File: src/verilog/gate_pkg.sv
// Purpose: Shared constants and carrier types of the gate pre-driver control.
// Assumes: One 40 MHz clock, synchronous active-low reset.
// Notes: Phase index 0 is phase a, 1 is phase b, 2 is phase c.
// Behaviour
// - Stop the pump once its high side reaches battery plus regulation offset.
// - An opened pump supply switch also stops the pump.
// - Logic-supply undervoltage forces the pump supply switch open.
// - Host may open the pump supply switch by register write.
// - Relay outputs come only from the relay drive bits of the register.
// - Relay output is low while relay enable is low.
// - With relay enable high, relay output equals its drive bit.
// - Each phase drives its high and low gates from its own commands.
// - Enabled phase with at most one command high copies each command.
// - Both commands high and inhibit not disabled drives both gates low.
// - Inhibited both-high sets the error flag only when status option is high.
// - The diagnosis pin shows whether any inhibit error flag is set.
// - Inhibit disabled lets both gates go high with both commands high.
// - Inhibit-disable bits and status option live in the protect register.
// - Limit code 11 means no limiting; 00 to 10 select a limit window.
// - The limit window starts at every on or off gate transition.
// - Disabled phase holds both gates low; inhibited input may still set status.
// - Phase enables and relay enable are active high.
// - Phase c behaves like phases a and b with its own bits.
// - Error flags stay set until host writes 1 to the clear bit.
package gate_pkg;

    localparam int PHASES = 3;
    localparam int RELAYS = 3;
    localparam int ILIM_CODE_W = 2;
    localparam int ILIM_CNT_W = 8;

    localparam int CLOCK_PERIOD_PS = 25000;

    // Window lengths of the limit codes, in nanoseconds.
    localparam int ILIM_TIME0_NS = 250;
    localparam int ILIM_TIME1_NS = 500;
    localparam int ILIM_TIME2_NS = 1000;

    // Least times round up to whole cycles.
    localparam int ILIM_CYC0 =
        (ILIM_TIME0_NS * 1000 + CLOCK_PERIOD_PS - 1) / CLOCK_PERIOD_PS;
    localparam int ILIM_CYC1 =
        (ILIM_TIME1_NS * 1000 + CLOCK_PERIOD_PS - 1) / CLOCK_PERIOD_PS;
    localparam int ILIM_CYC2 =
        (ILIM_TIME2_NS * 1000 + CLOCK_PERIOD_PS - 1) / CLOCK_PERIOD_PS;

    localparam logic [ILIM_CODE_W-1:0] ILIM_CODE0 = 2'h0;
    localparam logic [ILIM_CODE_W-1:0] ILIM_CODE1 = 2'h1;
    localparam logic [ILIM_CODE_W-1:0] ILIM_CODE2 = 2'h2;
    localparam logic [ILIM_CODE_W-1:0] ILIM_NONE = 2'h3;

    typedef struct packed {
        logic pump_off;
        logic [RELAYS-1:0] relay_drive;
    } pump_relay_t;

    typedef struct packed {
        logic status_option;
        logic [PHASES-1:0] inhibit_disable;
    } protect_t;

    typedef struct packed {
        logic [PHASES-1:0] high;
        logic [PHASES-1:0] low;
    } phase_cmd_t;

    localparam pump_relay_t PUMP_RELAY_RESET = '{pump_off: 1'b0,
                                                 relay_drive: 3'h0};
    localparam protect_t PROTECT_RESET = '{status_option: 1'b0,
                                           inhibit_disable: 3'h0};
    localparam logic [ILIM_CODE_W-1:0] ILIM_RESET = ILIM_NONE;

endpackage : gate_pkg

File: src/verilog/limit_window.sv
// Purpose: Gate-current limit window timer for one driver.
// Assumes: Trigger is a one-cycle pulse on each drive transition.
// Notes: The window output is decoded from the registered count.
`timescale 1ns/100ps
module limit_window
    import gate_pkg::*;
(
    input wire logic clock,
    input wire logic rst_n,
    input wire logic trigger,
    input wire logic [ILIM_CODE_W-1:0] code,
    output logic active
);

    logic [ILIM_CNT_W-1:0] count_reg;
    logic [ILIM_CNT_W-1:0] load_value;

    always_comb begin
        unique case (code)
            ILIM_CODE0: load_value = ILIM_CNT_W'(ILIM_CYC0);
            ILIM_CODE1: load_value = ILIM_CNT_W'(ILIM_CYC1);
            ILIM_CODE2: load_value = ILIM_CNT_W'(ILIM_CYC2);
            default: load_value = '0;
        endcase
    end

    // A transition inside a running window restarts it.
    always_ff @(posedge clock) begin
        if (!rst_n) begin
            count_reg <= '0;
        end else if (trigger) begin
            count_reg <= load_value;
        end else if (code == ILIM_NONE) begin
            count_reg <= '0;
        end else if (count_reg != '0) begin
            count_reg <= count_reg - 1'b1;
        end
    end

    assign active = (count_reg != '0);

endmodule : limit_window

File: src/verilog/gate_predriver.sv
// Purpose: Phase gating, inhibit protection, relay drive and pump switch.
// Assumes: Command pins and analog detector levels are asynchronous;
//          enables and register write ports come from logic on CLOCK.
// Notes: All outputs are registered; command pins add three cycles.
`timescale 1ns/100ps
module gate_predriver
    import gate_pkg::*;
(
    input wire logic CLOCK,
    input wire logic RST_N,
    input wire logic [PHASES-1:0] PHASE_HIGH_CMD,
    input wire logic [PHASES-1:0] PHASE_LOW_CMD,
    input wire logic [PHASES-1:0] PHASE_ENABLE,
    input wire logic RELAY_ENABLE,
    input wire logic LOGIC_UNDERVOLTAGE,
    input wire logic PUMP_AT_LIMIT,
    input wire logic PUMP_RELAY_WR,
    input wire pump_relay_t PUMP_RELAY_WDATA,
    input wire logic PROTECT_WR,
    input wire protect_t PROTECT_WDATA,
    input wire logic ILIM_WR,
    input wire logic [ILIM_CODE_W-1:0] ILIM_WDATA,
    input wire logic [PHASES-1:0] ERROR_CLEAR,
    output logic [PHASES-1:0] PHASE_HIGH_GATE,
    output logic [PHASES-1:0] PHASE_LOW_GATE,
    output logic [PHASES-1:0] HIGH_LIMIT,
    output logic [PHASES-1:0] LOW_LIMIT,
    output logic [RELAYS-1:0] RELAY_GATE_OUT,
    output logic PUMP_SUPPLY_SWITCH,
    output logic PUMP_RUN,
    output logic [PHASES-1:0] INHIBIT_ERROR,
    output logic DIAGNOSIS_N,
    output pump_relay_t PUMP_RELAY_Q,
    output protect_t PROTECT_Q,
    output logic [ILIM_CODE_W-1:0] ILIM_Q
);

    // Pin synchronisers: the first stage is read only by the second.
    phase_cmd_t cmd_meta_reg;
    phase_cmd_t cmd_sync_reg;
    logic uv_meta_reg;
    logic uv_sync_reg;
    logic limit_meta_reg;
    logic limit_sync_reg;

    // Register file written by the host interface logic.
    pump_relay_t pump_relay_control_reg;
    protect_t input_protect_ctrl_reg;
    logic [ILIM_CODE_W-1:0] ilim_timing_reg;

    // Drive state.
    logic [PHASES-1:0] high_gate_reg;
    logic [PHASES-1:0] low_gate_reg;
    logic [PHASES-1:0] high_gate_next;
    logic [PHASES-1:0] low_gate_next;
    logic [PHASES-1:0] inhibit_error_reg;
    logic [PHASES-1:0] inhibit_error_next;
    logic [PHASES-1:0] both_high;
    logic [PHASES-1:0] inhibit_hit;
    logic [PHASES-1:0] high_edge;
    logic [PHASES-1:0] low_edge;
    logic [PHASES-1:0] high_window;
    logic [PHASES-1:0] low_window;
    logic [PHASES-1:0] high_limit_reg;
    logic [PHASES-1:0] low_limit_reg;
    logic [RELAYS-1:0] relay_gate_reg;
    logic [RELAYS-1:0] relay_gate_next;
    logic diagnosis_n_reg;
    logic pump_supply_switch;
    logic pump_switch_next;
    logic pump_run_reg;
    logic pump_run_next;

    always_ff @(posedge CLOCK) begin
        if (!RST_N) begin
            cmd_meta_reg <= '0;
            cmd_sync_reg <= '0;
        end else begin
            cmd_meta_reg <= '{high: PHASE_HIGH_CMD, low: PHASE_LOW_CMD};
            cmd_sync_reg <= cmd_meta_reg;
        end
    end

    // Undervoltage resets to detected so the pump starts only after a
    // clean sample of the supply.
    always_ff @(posedge CLOCK) begin
        if (!RST_N) begin
            uv_meta_reg <= 1'b1;
            uv_sync_reg <= 1'b1;
        end else begin
            uv_meta_reg <= LOGIC_UNDERVOLTAGE;
            uv_sync_reg <= uv_meta_reg;
        end
    end

    // The limit comparator can only stop the pump, so a clear reset value
    // is safe: a real limit shows up two edges later.
    always_ff @(posedge CLOCK) begin
        if (!RST_N) begin
            limit_meta_reg <= 1'b0;
            limit_sync_reg <= 1'b0;
        end else begin
            limit_meta_reg <= PUMP_AT_LIMIT;
            limit_sync_reg <= limit_meta_reg;
        end
    end

    always_ff @(posedge CLOCK) begin
        if (!RST_N) begin
            pump_relay_control_reg <= PUMP_RELAY_RESET;
        end else if (PUMP_RELAY_WR) begin
            pump_relay_control_reg <= PUMP_RELAY_WDATA;
        end
    end

    always_ff @(posedge CLOCK) begin
        if (!RST_N) begin
            input_protect_ctrl_reg <= PROTECT_RESET;
        end else if (PROTECT_WR) begin
            input_protect_ctrl_reg <= PROTECT_WDATA;
        end
    end

    always_ff @(posedge CLOCK) begin
        if (!RST_N) begin
            ilim_timing_reg <= ILIM_RESET;
        end else if (ILIM_WR) begin
            ilim_timing_reg <= ILIM_WDATA;
        end
    end

    // Per-phase gating and inhibit detection.
    genvar p;
    generate
        for (p = 0; p < PHASES; p++) begin : g_phase
            logic hi;
            logic lo;
            logic dis;
            assign hi = cmd_sync_reg.high[p];
            assign lo = cmd_sync_reg.low[p];
            assign dis = input_protect_ctrl_reg.inhibit_disable[p];
            assign both_high[p] = hi & lo;
            // Detection runs even with the phase disabled.
            assign inhibit_hit[p] = both_high[p] & ~dis;

            always_comb begin
                if (!PHASE_ENABLE[p]) begin
                    high_gate_next[p] = 1'b0;
                    low_gate_next[p] = 1'b0;
                end else if (inhibit_hit[p]) begin
                    high_gate_next[p] = 1'b0;
                    low_gate_next[p] = 1'b0;
                end else begin
                    high_gate_next[p] = hi;
                    low_gate_next[p] = lo;
                end
            end

            // A new error wins over a clear in the same cycle.
            always_comb begin
                if (inhibit_hit[p] && input_protect_ctrl_reg.status_option) begin
                    inhibit_error_next[p] = 1'b1;
                end else if (ERROR_CLEAR[p]) begin
                    inhibit_error_next[p] = 1'b0;
                end else begin
                    inhibit_error_next[p] = inhibit_error_reg[p];
                end
            end

            assign high_edge[p] = high_gate_next[p] ^ high_gate_reg[p];
            assign low_edge[p] = low_gate_next[p] ^ low_gate_reg[p];

            limit_window u_high_window (
                .clock(CLOCK),
                .rst_n(RST_N),
                .trigger(high_edge[p]),
                .code(ilim_timing_reg),
                .active(high_window[p])
            );

            limit_window u_low_window (
                .clock(CLOCK),
                .rst_n(RST_N),
                .trigger(low_edge[p]),
                .code(ilim_timing_reg),
                .active(low_window[p])
            );
        end
    endgenerate

    // Gates are registered so that a glitch between the synchronised
    // command bits never reaches a driver.
    always_ff @(posedge CLOCK) begin
        if (!RST_N) begin
            high_gate_reg <= '0;
            low_gate_reg <= '0;
        end else begin
            high_gate_reg <= high_gate_next;
            low_gate_reg <= low_gate_next;
        end
    end

    // The window counter loads at the edge that moves the gate, so the
    // limit output rises one cycle after the gate output changes.
    always_ff @(posedge CLOCK) begin
        if (!RST_N) begin
            high_limit_reg <= '0;
        end else begin
            high_limit_reg <= high_window;
        end
    end

    always_ff @(posedge CLOCK) begin
        if (!RST_N) begin
            low_limit_reg <= '0;
        end else begin
            low_limit_reg <= low_window;
        end
    end

    always_ff @(posedge CLOCK) begin
        if (!RST_N) begin
            inhibit_error_reg <= '0;
        end else begin
            inhibit_error_reg <= inhibit_error_next;
        end
    end

    // The pin follows the next flag value so that it changes in step
    // with the flag register.
    always_ff @(posedge CLOCK) begin
        if (!RST_N) begin
            diagnosis_n_reg <= 1'b1;
        end else begin
            diagnosis_n_reg <= ~(|inhibit_error_next);
        end
    end

    // Relay outputs never see a pin, only the register and the enable.
    genvar r;
    generate
        for (r = 0; r < RELAYS; r++) begin : g_relay
            logic drive_bit;
            assign drive_bit = pump_relay_control_reg.relay_drive[r];
            always_comb begin
                if (RELAY_ENABLE) begin
                    relay_gate_next[r] = drive_bit;
                end else begin
                    relay_gate_next[r] = 1'b0;
                end
            end
        end
    endgenerate

    always_ff @(posedge CLOCK) begin
        if (!RST_N) begin
            relay_gate_reg <= '0;
        end else begin
            relay_gate_reg <= relay_gate_next;
        end
    end

    // Switch closed means the battery feeds the pump.
    always_comb begin
        pump_switch_next = 1'b1;
        if (uv_sync_reg) begin
            pump_switch_next = 1'b0;
        end
        if (pump_relay_control_reg.pump_off) begin
            pump_switch_next = 1'b0;
        end
    end

    // An open switch stops the pump as surely as the limit comparator.
    always_comb begin
        pump_run_next = pump_switch_next;
        if (limit_sync_reg) begin
            pump_run_next = 1'b0;
        end
    end

    always_ff @(posedge CLOCK) begin
        if (!RST_N) begin
            pump_supply_switch <= 1'b0;
        end else begin
            pump_supply_switch <= pump_switch_next;
        end
    end

    always_ff @(posedge CLOCK) begin
        if (!RST_N) begin
            pump_run_reg <= 1'b0;
        end else begin
            pump_run_reg <= pump_run_next;
        end
    end

    assign PHASE_HIGH_GATE = high_gate_reg;
    assign PHASE_LOW_GATE = low_gate_reg;
    assign HIGH_LIMIT = high_limit_reg;
    assign LOW_LIMIT = low_limit_reg;
    assign RELAY_GATE_OUT = relay_gate_reg;
    assign PUMP_SUPPLY_SWITCH = pump_supply_switch;
    assign PUMP_RUN = pump_run_reg;
    assign INHIBIT_ERROR = inhibit_error_reg;
    assign DIAGNOSIS_N = diagnosis_n_reg;
    assign PUMP_RELAY_Q = pump_relay_control_reg;
    assign PROTECT_Q = input_protect_ctrl_reg;
    assign ILIM_Q = ilim_timing_reg;

endmodule : gate_predriver

File: config.mk
export PLATFORM = sky130hd
export DESIGN_NAME = gate_predriver
export DESIGN_NICKNAME = d
export VERILOG_FILES = /design/src/verilog/gate_pkg.sv /design/src/verilog/limit_window.sv /design/src/verilog/gate_predriver.sv
export SDC_FILE = /design/constraint.sdc
export NUM_CORES = 1
export LEC_CHECK = 0
export ABC_AREA = 1
export BUFFER_PORTS_ARGS = -buffer_cell sky130_fd_sc_hd__buf_2
export CAP_MARGIN = 0
export CELL_PAD_IN_SITES_DETAIL_PLACEMENT = 1
export CELL_PAD_IN_SITES_GLOBAL_PLACEMENT = 1
export CORE_UTILIZATION = 37
export CTS_CLUSTER_SIZE = 25
export DETAILED_ROUTE_END_ITERATION = 12
export PLACE_DENSITY_LB_ADDON = 0.3
export SETUP_SLACK_MARGIN = 0.3
export SLEW_MARGIN = 20
export SYNTH_ARGS = -nofsm -noshare
export SYNTH_HDL_FRONTEND = slang
export SYNTH_SLANG_ARGS = --single-unit
File: constraint.sdc
create_clock -name CLOCK -period 1.2 [get_ports CLOCK]
set_input_delay 0.3 -clock CLOCK [delete_from_list [all_inputs] [get_ports CLOCK]]
set_output_delay 0.3 -clock CLOCK [all_outputs]
set_load 0.005 [all_outputs]
Word level (Yosys, flattened, before mapping)
Index checks and enable logic that the tools add are counted.
{"block": "totals", "reg_bits": 95, "latchBits": 0, "ramBits": 0, "rom_bits": 0, "in_bits": 30, "out_inout_bits": 31, "word_cells": 112, "memories": 0}
{"block": "op_classes", "add_sub_neg": 6, "n_mul": 0, "n_div": 0, "order_cmp": 0, "eq_ne": 3, "n_shift": 0, "muxes": 39, "n_bitwise": 17, "reduce_logical": 19}
{"operator": "$mux W8", "count": 18}
{"operator": "$reduce_bool A8 Y1", "count": 6}
{"operator": "$sub A8 B1 Y8 const B", "count": 6}
{"operator": "$mux W1", "count": 20}
{"operator": "$pmux W6 S3", "count": 1}
{"operator": "$reduce_bool A3 Y1", "count": 6}
{"operator": "$and A1 B1 Y1", "count": 6}
{"operator": "$xor A1 B1 Y1", "count": 6}
{"operator": "$not A1 Y1", "count": 5}
{"operator": "$eq A2 B2 Y1 const B", "count": 2}
{"operator": "$logic_and A1 B1 Y1", "count": 3}
{"operator": "$reduce_or A3 Y1", "count": 1}
{"operator": "$eq A2 B1 Y1 const B", "count": 1}
{"operator": "$logic_not A2 Y1", "count": 1}
{"operator": "$reduce_and A2 Y1", "count": 1}
{"operator": "$reduce_or A2 Y1", "count": 1}

Depth between registers and ports, before layout
Gate-level depths: netlist (run 1).
{"block": "depth", "ltp_word": 6, "mapped_depth": 10, "mapped_depth_nobuf": 10}

Hierarchy
A second synthesis (run 1) with hierarchy kept.
{"block": "hier_totals", "hier_cells": 646, "area_unflattened_um2": 4639.4}
{"module": "limit_window at g_phase[0].u_low_window ...", "n_inst": 5, "cells_each": 79, "area_per_inst_um2": 514.2, "seq_area_each_um2": 160.2}
{"module": "gate_predriver", "n_inst": 1, "cells_each": 173, "area_per_inst_um2": 1525.2, "seq_area_each_um2": 940.9}
{"module": "limit_window at g_phase[0].u_high_window", "n_inst": 1, "cells_each": 78, "area_per_inst_um2": 543.0, "seq_area_each_um2": 160.2}

Worst setup path after synthesis (run 1)
Ideal clock, no wire load.
{"block": "synth_timing", "kind": "register to register", "start": "register g_phase[2].u_low_window.count_reg[0]", "end": "register g_phase[2].u_low_window.count_reg[3]", "setup_time_ns": 0.114, "t_arrival_ns": 1.154, "required_time_ns": 1.086, "setup_slack_ns": -0.068, "stages_incl_launch_ff": 10, "path_buffers": 0, "synth_period_minus_slack_ns": 1.268, "path_cell_list": "dfxtp_1 inv_1 ha_1 nand3_1 nor2_4 inv_1 nor2_2 nand2_2 nand2_1 nor2_1"}
{"block": "synth_between", "elab_chain_cells": 4, "elab_cells_between_ends": 6, "cone_classes": "add/sub: 1; mux: 3; reduce/logical: 2"}
{"item": "from (decl)", "line": "limit_window.sv:15", "rtl": "logic [ILIM_CNT_W-1:0] count_reg;"}
{"item": "from (signal assigned)", "line": "limit_window.sv:32", "rtl": "count_reg <= load_value;"}
{"item": "from (signal assigned)", "line": "limit_window.sv:36", "rtl": "count_reg <= count_reg - 1'b1;"}
{"item": "$sub A8 B1 Y8", "line": "limit_window.sv:36"}
{"item": "$mux W8", "line": "limit_window.sv:35", "rtl": "end else if (count_reg != '0) begin"}
{"item": "$mux W8", "line": "limit_window.sv:33", "rtl": "end else if (code == ILIM_NONE) begin"}
{"item": "$mux W8", "line": "limit_window.sv:31", "rtl": "end else if (trigger) begin"}
Parallel ways exist; a longest one is shown, timed or not. The select of a mux whose other input is x is not followed.
A chain may end at the register's enable or synchronous reset.

Worst setup path after layout (run 1)
{"block": "layout_timing", "start": "register g_phase[0].u_high_window.count_reg[0]", "end": "register g_phase[0].u_high_window.count_reg[0]"}
{"block": "layout_between", "elab_chain_cells": 4, "elab_cells_between_ends": 6, "cone_classes": "add/sub: 1; mux: 3; reduce/logical: 2"}
{"item": "from (decl)", "line": "limit_window.sv:15"}
{"item": "from (signal assigned)", "line": "limit_window.sv:32"}
{"item": "from (signal assigned)", "line": "limit_window.sv:36"}
{"item": "$sub A8 B1 Y8", "line": "limit_window.sv:36"}
{"item": "$mux W8", "line": "limit_window.sv:35"}
{"item": "$mux W8", "line": "limit_window.sv:33"}
{"item": "$mux W8", "line": "limit_window.sv:31"}
Parallel ways exist; a longest one is shown, timed or not. The select of a mux whose other input is x is not followed.

==> results of run 1 <==
[power breakdown]
part | internal, mW | leakage (nW) | switching [mW] | total [mW]
Sequential | 3.79 | 0.802 | 0.544 | 4.33
Combinational | 4.38 | 2.54 | 5.36 | 9.74
Clock | 1.41 | 0.136 | 1.45 | 2.86
[worst paths after layout]
path	end	start	slack, ns
worst max-delay path	g_phase[0].u_high_window.count_reg[0]	g_phase[0].u_high_window.count_reg[0]	-0.27
worst min-delay path	limit_meta_reg	PUMP_AT_LIMIT	0.11
worst max register to register	g_phase[0].u_high_window.count_reg[0]	g_phase[0].u_high_window.count_reg[0]	-0.27
worst min register to register	cmd_sync_reg[4]	cmd_meta_reg[4]	0.42
[logic make-up (layout without fill, tap and decap cells)]
family | after synthesis | after routing | share of synthesized area [%]
compound gates | 43 | 43 | 4.91
xor+xnor | 25 | 25 | 4.75
fa+ha+maj | 12 | 12 | 3.26
buf+inv | 95 | 267 | 8.36
flops | 95 | 95 | 41.2
simple gates | 394 | 395 | 37.5
[routing by layer]
metal,vias up,global-route usage (%)
li1,2417,-
met1,2626,28.6
met3,58,3.99
met4,0,12.2
met2,188,47.5
met5,-,0
[tightest hold or removal path: cells and delay by family]
family                 cells  cell delay [ns]
buffers and inverters      2             0.12
and+or+nand+nor            1             0.04
[layout make-up]
cell class	count	area (um2)	share of cell area, %
repair buffers	167	1370	18.0
clock inverters	7	48.8	0.640
flip-flops and latches	95	2000	26.2
inverters	84	374	4.91
multi-input cells	475	3390	44.5
well taps	168	210	2.76
clock buffers	9	225	2.95
[cell usage in the layout (no fill, tap or decap), types with 14 or more instances in the layout]
cell type and count:
nand2_2 41, nor2_1 75, nand2_1 108, nand4_1 14, nand2_4 20, nor2_2 30
nand3_4 17, nor2_4 26, xor2_1 17, inv_4 16, nand3_1 32, dfxtp_1 45
inv_1 52, buf_4 67, dfxtp_2 37, buf_2 47, buf_6 48
[repair_timing]
action                     CTS  global route
cloned                       1             0
setup endpoints to repair   90            94
hold endpoints to repair     0             0
pin swaps                   51            68
resized for setup          157           156
buffers inserted            27            31
[per-stage QoR]
stage	worst slack [ns]	TNS [ns]	power, mW	cell area, um2
after floorplan	0.0383	0	8.43	4920
after global placement	-0.107	-1.12	9.85	5730
after detailed placement	-0.206	-3.77	10.2	5730
after CTS	-0.0743	-1.29	14.4	6790
after global routing	-0.338	-10.30	17.8	7620
final	-0.271	-7.32	16.9	7620
==> results.toml, run 1 <==
[logic_synthesis]
seq_area_frac_synth_pct = 41.2
yosysMostFrequentCell = "nand2_1"
synth_edf_count = 0
synth_seq_cells = 95
ys_top_cells_by_area = "dfxtp_1 (41%), nand2_1 (13%), nor2_1 (9.8%)"
syn_avg_cell_area_um2 = 6.95
ys_async_sr_fraction_pct = 0
synth_common_cells = "nand2_1 (164), nor2_1 (120), dfxtp_1 (95), inv_1 (82), nand3_1 (58)"
synth_cell_types = 31
synthFlopType = "dfxtp_1"
netlist_instances = 664
synthDominantCellAreaShare_pct = 41.2
yosys_warnings = 0
netlist_area_um2 = 4610
synth_top_area_cell = "dfxtp_1"
synth_fp_nets = 706

[floorplanning]
num_rows = 40
ios = 61
die-height_um = 114
die_w_um = 114
start_util_pct = 38.2
core_area_um2 = 12100
die_area_um2 = 12900

[run_status]
status = "complete, but fails checks"
violations = "negative setup slack"

[job]
drv_cap = 0

[detailed_routing]
vias = 5289
drcViolationCount = 0
viasPerCell = 5.26
drt_pre_antenna_iters = 5
wl_met1_mm = 7.98
totalWireLength_mm = 20.7
ant_nets = 0
drtIter0Drc = 299
dr_wl_met3_mm = 1.03
highest_layer = "met4"
routed-wl-met2_mm = 10.9
wire_per_inst_um = 20.6

[sta]
fin_crit_sh_pct = 123
relSlewSlack_pct = 79.2
rsz0062_at_grt = "yes"
worst_pin_slew_ns = 0.309
finalWorstSetupSlack_ns = -0.271
setup_viol = 57
post-route-min-period_ns = 1.47
finalHoldViolCount = 0
fin_skew_ns = 0.0148
fmax_mhz = 680
whs_ns = 0.107
drv_slew = 0

[grt]
grt_pass1_wl_mm = 25.8
gr-total-overflow = 0
grt_pass1_vias = 5316
grt_max_degree = 22
gr-usage-all-layers_pct = 25.7
antenna_found_initial = 0

[setup_path]
slowest_delay_ns = 0.36
crit_cells = 7
critical_path_buf_inv_count = 2
critPathArrivalTime_ns = 1.73
endpoint_kind = "flip-flop"
worstPathMaxFanout = 3
cp_slowest_cell = "dfxtp_4"
critPathKind = "flip-flop to flip-flop"
cp_cell_sequence = "inv_4 > ha_4 > nand3_4 > nor3_4 > buf_4 > xor2_1 > nor3_1"
crit_required_ns = 1.46
ff2ff_path_depth = 7
cp_top_family = "simple AND/OR/NAND/NOR gates"
cp-start-kind = "flip-flop"

[placement]
routabilityCongestion = 0.834
dp_hpwl_mm = 10.3
numPortBuffers = 60
dp_cells = 930

[min_path]
hold_depth = 3
min_path_type = "input port to flip-flop"

[clock_network]
clock_latency_ns = 0.38
root_buffer = "clkbuf_16"
clock_path_buffers = 2
cts.clk_slew.worst_paths_ns = 0.08
htreeDepth = 3
cts_buffers = 9
clock_sinks = 95
cts_hold_buf = 0
cts_tree = "yes"

[cells_and_area]
final_core_util_pct = 63.2
stdcell_count = 1005
drive_gt1_share_pct = 54.6
diodes = 0
fin_nets = 874
area_growth_pct = 65.3
fillers = 1421

[pwr]
peakVddDrop_uv = 1300
p_leak_nw = 3.47
powerDensity_nw_per_um2 = 2220
(Power assumes the default switching activity.)
==> run 2, diff against run 1 <==
- BUFFER_PORTS_ARGS: -buffer_cell sky130_fd_sc_hd__buf_2 -> -buffer_cell sky130_fd_sc_hd__buf_4
==> run 2 against run 1 <==
Net effect: the run still ends with negative setup slack left; non-clock buffer count rose by 3; clock-buffer cell count rose by 1; die area did not move; setup slack improved by 0.041 ns; hold slack improved by 0.017 ns; critical path depth did not move; final area barely moved; sequential power rose by 1%; largest cell class unchanged; largest power group unchanged; highest routed layer unchanged.
==> results.toml, run 2 (synthesis gave the netlist of run 1 again) <==
[cells_and_area]
multiInputGateArea_um2 = 3240
drive_gt1_share_pct = 54.9
area_growth_pct = 65.4
ff_latch_area_um2 = 2010
fillers = 1428
diodes = 0
fin_nets = 877
layout_common_cells = "buf_4 (113), nand2_1 (107), nor2_1 (78)"
final_common_cell = "buf_4"

[detailed_routing]
drt_pre_antenna_iters = 5
viasPerCell = 5.12
vias = 5160
totalWireLength_mm = 19.4
drcViolationCount = 0
ant_nets = 0
drtIter0Drc = 280
wire_per_inst_um = 19.3

[floorplanning]
num_rows = 40
start_util_pct = 38.2
ios = 61
die_area_um2 = 12900
die-height_um = 114
core_area_um2 = 12100
die_w_um = 114

[grt]
gr-usage-all-layers_pct = 26.3
grt_max_degree = 23
antenna_found_initial = 0
grt_pass1_vias = 5476
grt_pass1_wl_mm = 26.5
gr-total-overflow = 0

[setup_path]
crit_start = "cmd_sync_reg[4]"
r2r_end = "g_phase[1].u_high_window.count_reg[2]"
critPathKind = "flip-flop to flip-flop"
critPathArrivalTime_ns = 1.71
rr_startpoint = "cmd_sync_reg[4]"
worst-r2r-setup-slack_ns = -0.23
ff2ff_path_depth = 7
endpoint_kind = "flip-flop"
crit_end = "g_phase[1].u_high_window.count_reg[2]"
cp-start-kind = "flip-flop"
crit_required_ns = 1.48
worstPathMaxFanout = 6

[sta]
tns_ns = -4.79
drv_slew = 0
fmax_mhz = 699
fin_skew_ns = 0.0139
post-route-min-period_ns = 1.43
fin_crit_sh_pct = 119
finalHoldViolCount = 0
relSlewSlack_pct = 75.4
worst_pin_slew_ns = 0.368
rsz0062_at_grt = "yes"
setup_viol = 55
finalWorstSetupSlack_ns = -0.230
whs_ns = 0.124

[clock_network]
cts_tree = "yes"
cts_buffers = 9
cts.clk_slew.worst_paths_ns = 0.07
clock_latency_ns = 0.37
htreeDepth = 3
root_buffer = "clkbuf_16"
clock_path_buffers = 2
clock_sinks = 95
cts_hold_buf = 0

[min_path]
min_path_type = "input port to flip-flop"

[pwr]
p_leak_nw = 3.49
peakVddDrop_uv = 939
powerDensity_nw_per_um2 = 2140

[run_status]
violations = "negative setup slack"
status = "complete, but fails checks"

[placement]
numPortBuffers = 60
routabilityCongestion = 0.807
dp_hpwl_mm = 10.7

[job]
drv_cap = 0
[run 2: how the worst min path moves through the flow]
stage	start	end	slack [ns]	cells after the start
floorplan	limit_sync_reg	PUMP_RUN	0.37	1
global placement	cmd_meta_reg[2]	cmd_sync_reg[2]	0.39	2
detailed placement	limit_sync_reg	PUMP_RUN	0.40	1
CTS	PUMP_AT_LIMIT	limit_meta_reg	0.12	3
global route	LOGIC_UNDERVOLTAGE	uv_meta_reg	0.13	2
finish	PHASE_LOW_CMD[2]	cmd_meta_reg[2]	0.12	3
[run 2: metrics by stage]
stage	total power, mW	setup WS (ns)	std cells	cell area, um2	util, %
after global routing	17.2	-0.282	1008	7630	63.2
after CTS	14.4	-0.0798	987	6930	57.5
after floorplan	8.43	0.0383	664	4920	-
after detailed placement	10.4	-0.207	940	5930	49.2
final	16.3	-0.230	1008	7630	63.2
after global placement	10.1	-0.103	940	5930	49.2
[run 2: critical path, cell delays in order (launching register included)]
cell and delay [ns]:
dfxtp_2 0.39, buf_4 0.13, nand4_1 0.14, nand2_4 0.18, nand2_1 0.12, o21ai_0 0.13
nand2_1 0.10, nor2_1 0.14
[run 2: timing repair]
action / CTS / global route
pin swaps: 23 / 54
endpoints found under the setup margin: 91 / 93
gates cloned: 1 / 0
setup buffers: 30 / 21
resized for setup: 140 / 160
[run 2: layer usage]
layer	vias to the layer above	part of all wire, %	global-route usage [%]
met1	2528	39	29.2
met3	51	4.5	4.09
met4	0	2.9	11.4
met2	157	53	49.3
li1	2424	-	-
met5	-	0	0
[run 2: power by group]
part	internal, mW	switching (mW)
logic	4.08	5.00
clock network	1.48	1.36
registers	3.79	0.586
[run 2: area by class of cell]
cell class | count | share of cell area (%)
inverter | 84 | 4.87
multi-input combinational | 475 | 42.5
timing repair buffer | 170 | 19.8
clock buffer | 10 | 3.13
sequential | 95 | 26.4
tap | 168 | 2.76
clock inverter | 6 | 0.574
==> run 3, diff against run 2 <==
- CELL_PAD_IN_SITES_DETAIL_PLACEMENT: 1 -> unset
- CELL_PAD_IN_SITES_GLOBAL_PLACEMENT: 1 -> unset
- CORE_UTILIZATION: 37 -> 45
==> run 3 against run 2 <==
Net effect: the flow still finishes with violations (negative setup slack); routed wire length is 27% lower; via count down 5.9%; critical endpoint is now g_phase[2].u_low_window.count_reg[2]; critical path type unchanged; sequential share of layout area rose by 1.2 points; fmax hardly changed; clock-buffer cell count down 1.
==> results.toml, run 3 (synthesis gave the netlist of run 1 again) <==
[run_status]
violations = "negative setup slack"
status = "complete, but fails checks"

[sta]
drv_slew = 0
post-route-min-period_ns = 1.43
worst_pin_slew_ns = 0.340
fmax_mhz = 699
finalWorstSetupSlack_ns = -0.230
fin_crit_sh_pct = 119
whs_ns = 0.0960
relSlewSlack_pct = 77.3
fin_skew_ns = 0.0105
finalHoldViolCount = 0
setup_viol = 45
rsz0062_at_grt = "yes"

[detailed_routing]
drcViolationCount = 0
wire_per_inst_um = 15.0
drt_pre_antenna_iters = 5
viasPerCell = 5.09
vias = 4854
ant_nets = 0
drtIter0Drc = 192
totalWireLength_mm = 14.3

[setup_path]
crit_required_ns = 1.51
cp_slowest_cell = "dfxtp_4"
cp_cell_sequence = "nand3_4 > nand4_1 > nand2_2 > nand2_1 > nand2_1 > nand2_1 > nor2_1"
worst-r2r-setup-slack_ns = -0.23
worstPathMaxFanout = 5
critPathKind = "flip-flop to flip-flop"
endpoint_kind = "flip-flop"
slowest_delay_ns = 0.40
critPathArrivalTime_ns = 1.74
crit_path_frequent_cell = "nand2_1"
cp-start-kind = "flip-flop"

[cells_and_area]
stdcell_count = 953
final_common_cell = "nand2_1"
layout_common_cells = "nand2_1 (115), buf_4 (97), nor2_1 (90)"
fin_nets = 857
stdcell_area_um2 = 7300
area_growth_pct = 58.3
fillers = 650
drive_gt1_share_pct = 50.2
diodes = 0

[grt]
gr-usage-all-layers_pct = 25.7
antenna_found_initial = 0
grt_pass1_wl_mm = 21.2
gr-total-overflow = 0
grt_max_degree = 24
grt_pass1_vias = 4637

[clock_network]
clock_path_buffers = 2
clock_sinks = 95
cts.clk_slew.worst_paths_ns = 0.10
cts_buffers = 9
cts_tree = "yes"
clock_latency_ns = 0.37
cts_hold_buf = 0
root_buffer = "clkbuf_8"
htreeDepth = 3

[placement]
dp_cells = 892
numPortBuffers = 60
place_area_um2 = 5820
routabilityCongestion = 0.833
dp_hpwl_mm = 8.64

[pwr]
peakVddDrop_uv = 928
p_leak_nw = 3.33
power_mw = 14.2
powerDensity_nw_per_um2 = 1940

[min_path]
min_path_type = "input port to flip-flop"

[floorplanning]
die_area_um2 = 10700
die-height_um = 103
core_area_um2 = 9860
ios = 61
num_rows = 36
die_w_um = 103
start_util_pct = 46.8

[job]
drv_cap = 0
[run 3: changes by cell type in the layout (fill, tap and decap cells not counted), sizes merged]
| cell | before | now |
|---|---|---|
| inv | 84 | 87 |
| clkinv | 4 | 3 |
| buf | 170 | 150 |
| clkbuf | 10 | 9 |
| clkinvlp | 2 | 1 |
[run 3: area by class of cell]
class | instances | area, um2 | area share (%)
Multi-Input combinational cell | 475 | 3220 | 44.1
Clock inverter | 7 | 63.8 | 0.874
Clock buffer | 9 | 124 | 1.70
Tap cell | 133 | 166 | 2.28
Sequential cell | 95 | 2010 | 27.6
Timing Repair Buffer | 150 | 1350 | 18.5
Inverter | 84 | 367 | 5.02
[run 3: layer usage]
layer | track usage, % | up-vias | share of wire [%]
met1 | 30.5 | 2276 | 41
li1 | - | 2393 | -
met5 | 0 | - | 0
met3 | 4.57 | 35 | 4.5
met2 | 46.2 | 150 | 53
met4 | 10.1 | 0 | 2.4
[run 3: what timing repair did]
item,CTS,global route
resized for setup,154,118
pin swaps,55,50
hold endpoints to repair,0,0
endpoints found under the setup margin,90,95
setup buffers,25,19
cloned,1,0
[run 3: where the power goes]
part / internal [mW] / switching [mW]
clock network: 0.802 / 1.28
registers: 3.79 / 0.535
logic: 3.63 / 4.15
[run 3: worst paths after layout]
check / start / endpoint / cells after the start
max: cmd_sync_reg[2] / g_phase[2].u_low_window.count_reg[2] / 7
min: ILIM_WR / ILIM_Q[0] / 2
max reg2reg: cmd_sync_reg[2] / g_phase[2].u_low_window.count_reg[2] / 7
min reg2reg: cmd_meta_reg[2] / cmd_sync_reg[2] / 2
[run 3: critical path, delay by kind of cell, from the launching register on]
kind,cells,cell delay (ns)
simple gates,7,0.98
flops,1,0.40
[run 3: through the flow]
stage	TNS (ns)	util (%)	setup slack [ns]
after floorplan	0	-	0.0383
after global placement	-0.493	59.0	-0.0966
after detailed placement	-1.94	59.0	-0.136
after CTS	-1.15	68.2	-0.0987
after global routing	-6.63	74.0	-0.280
final	-3.63	74.0	-0.230
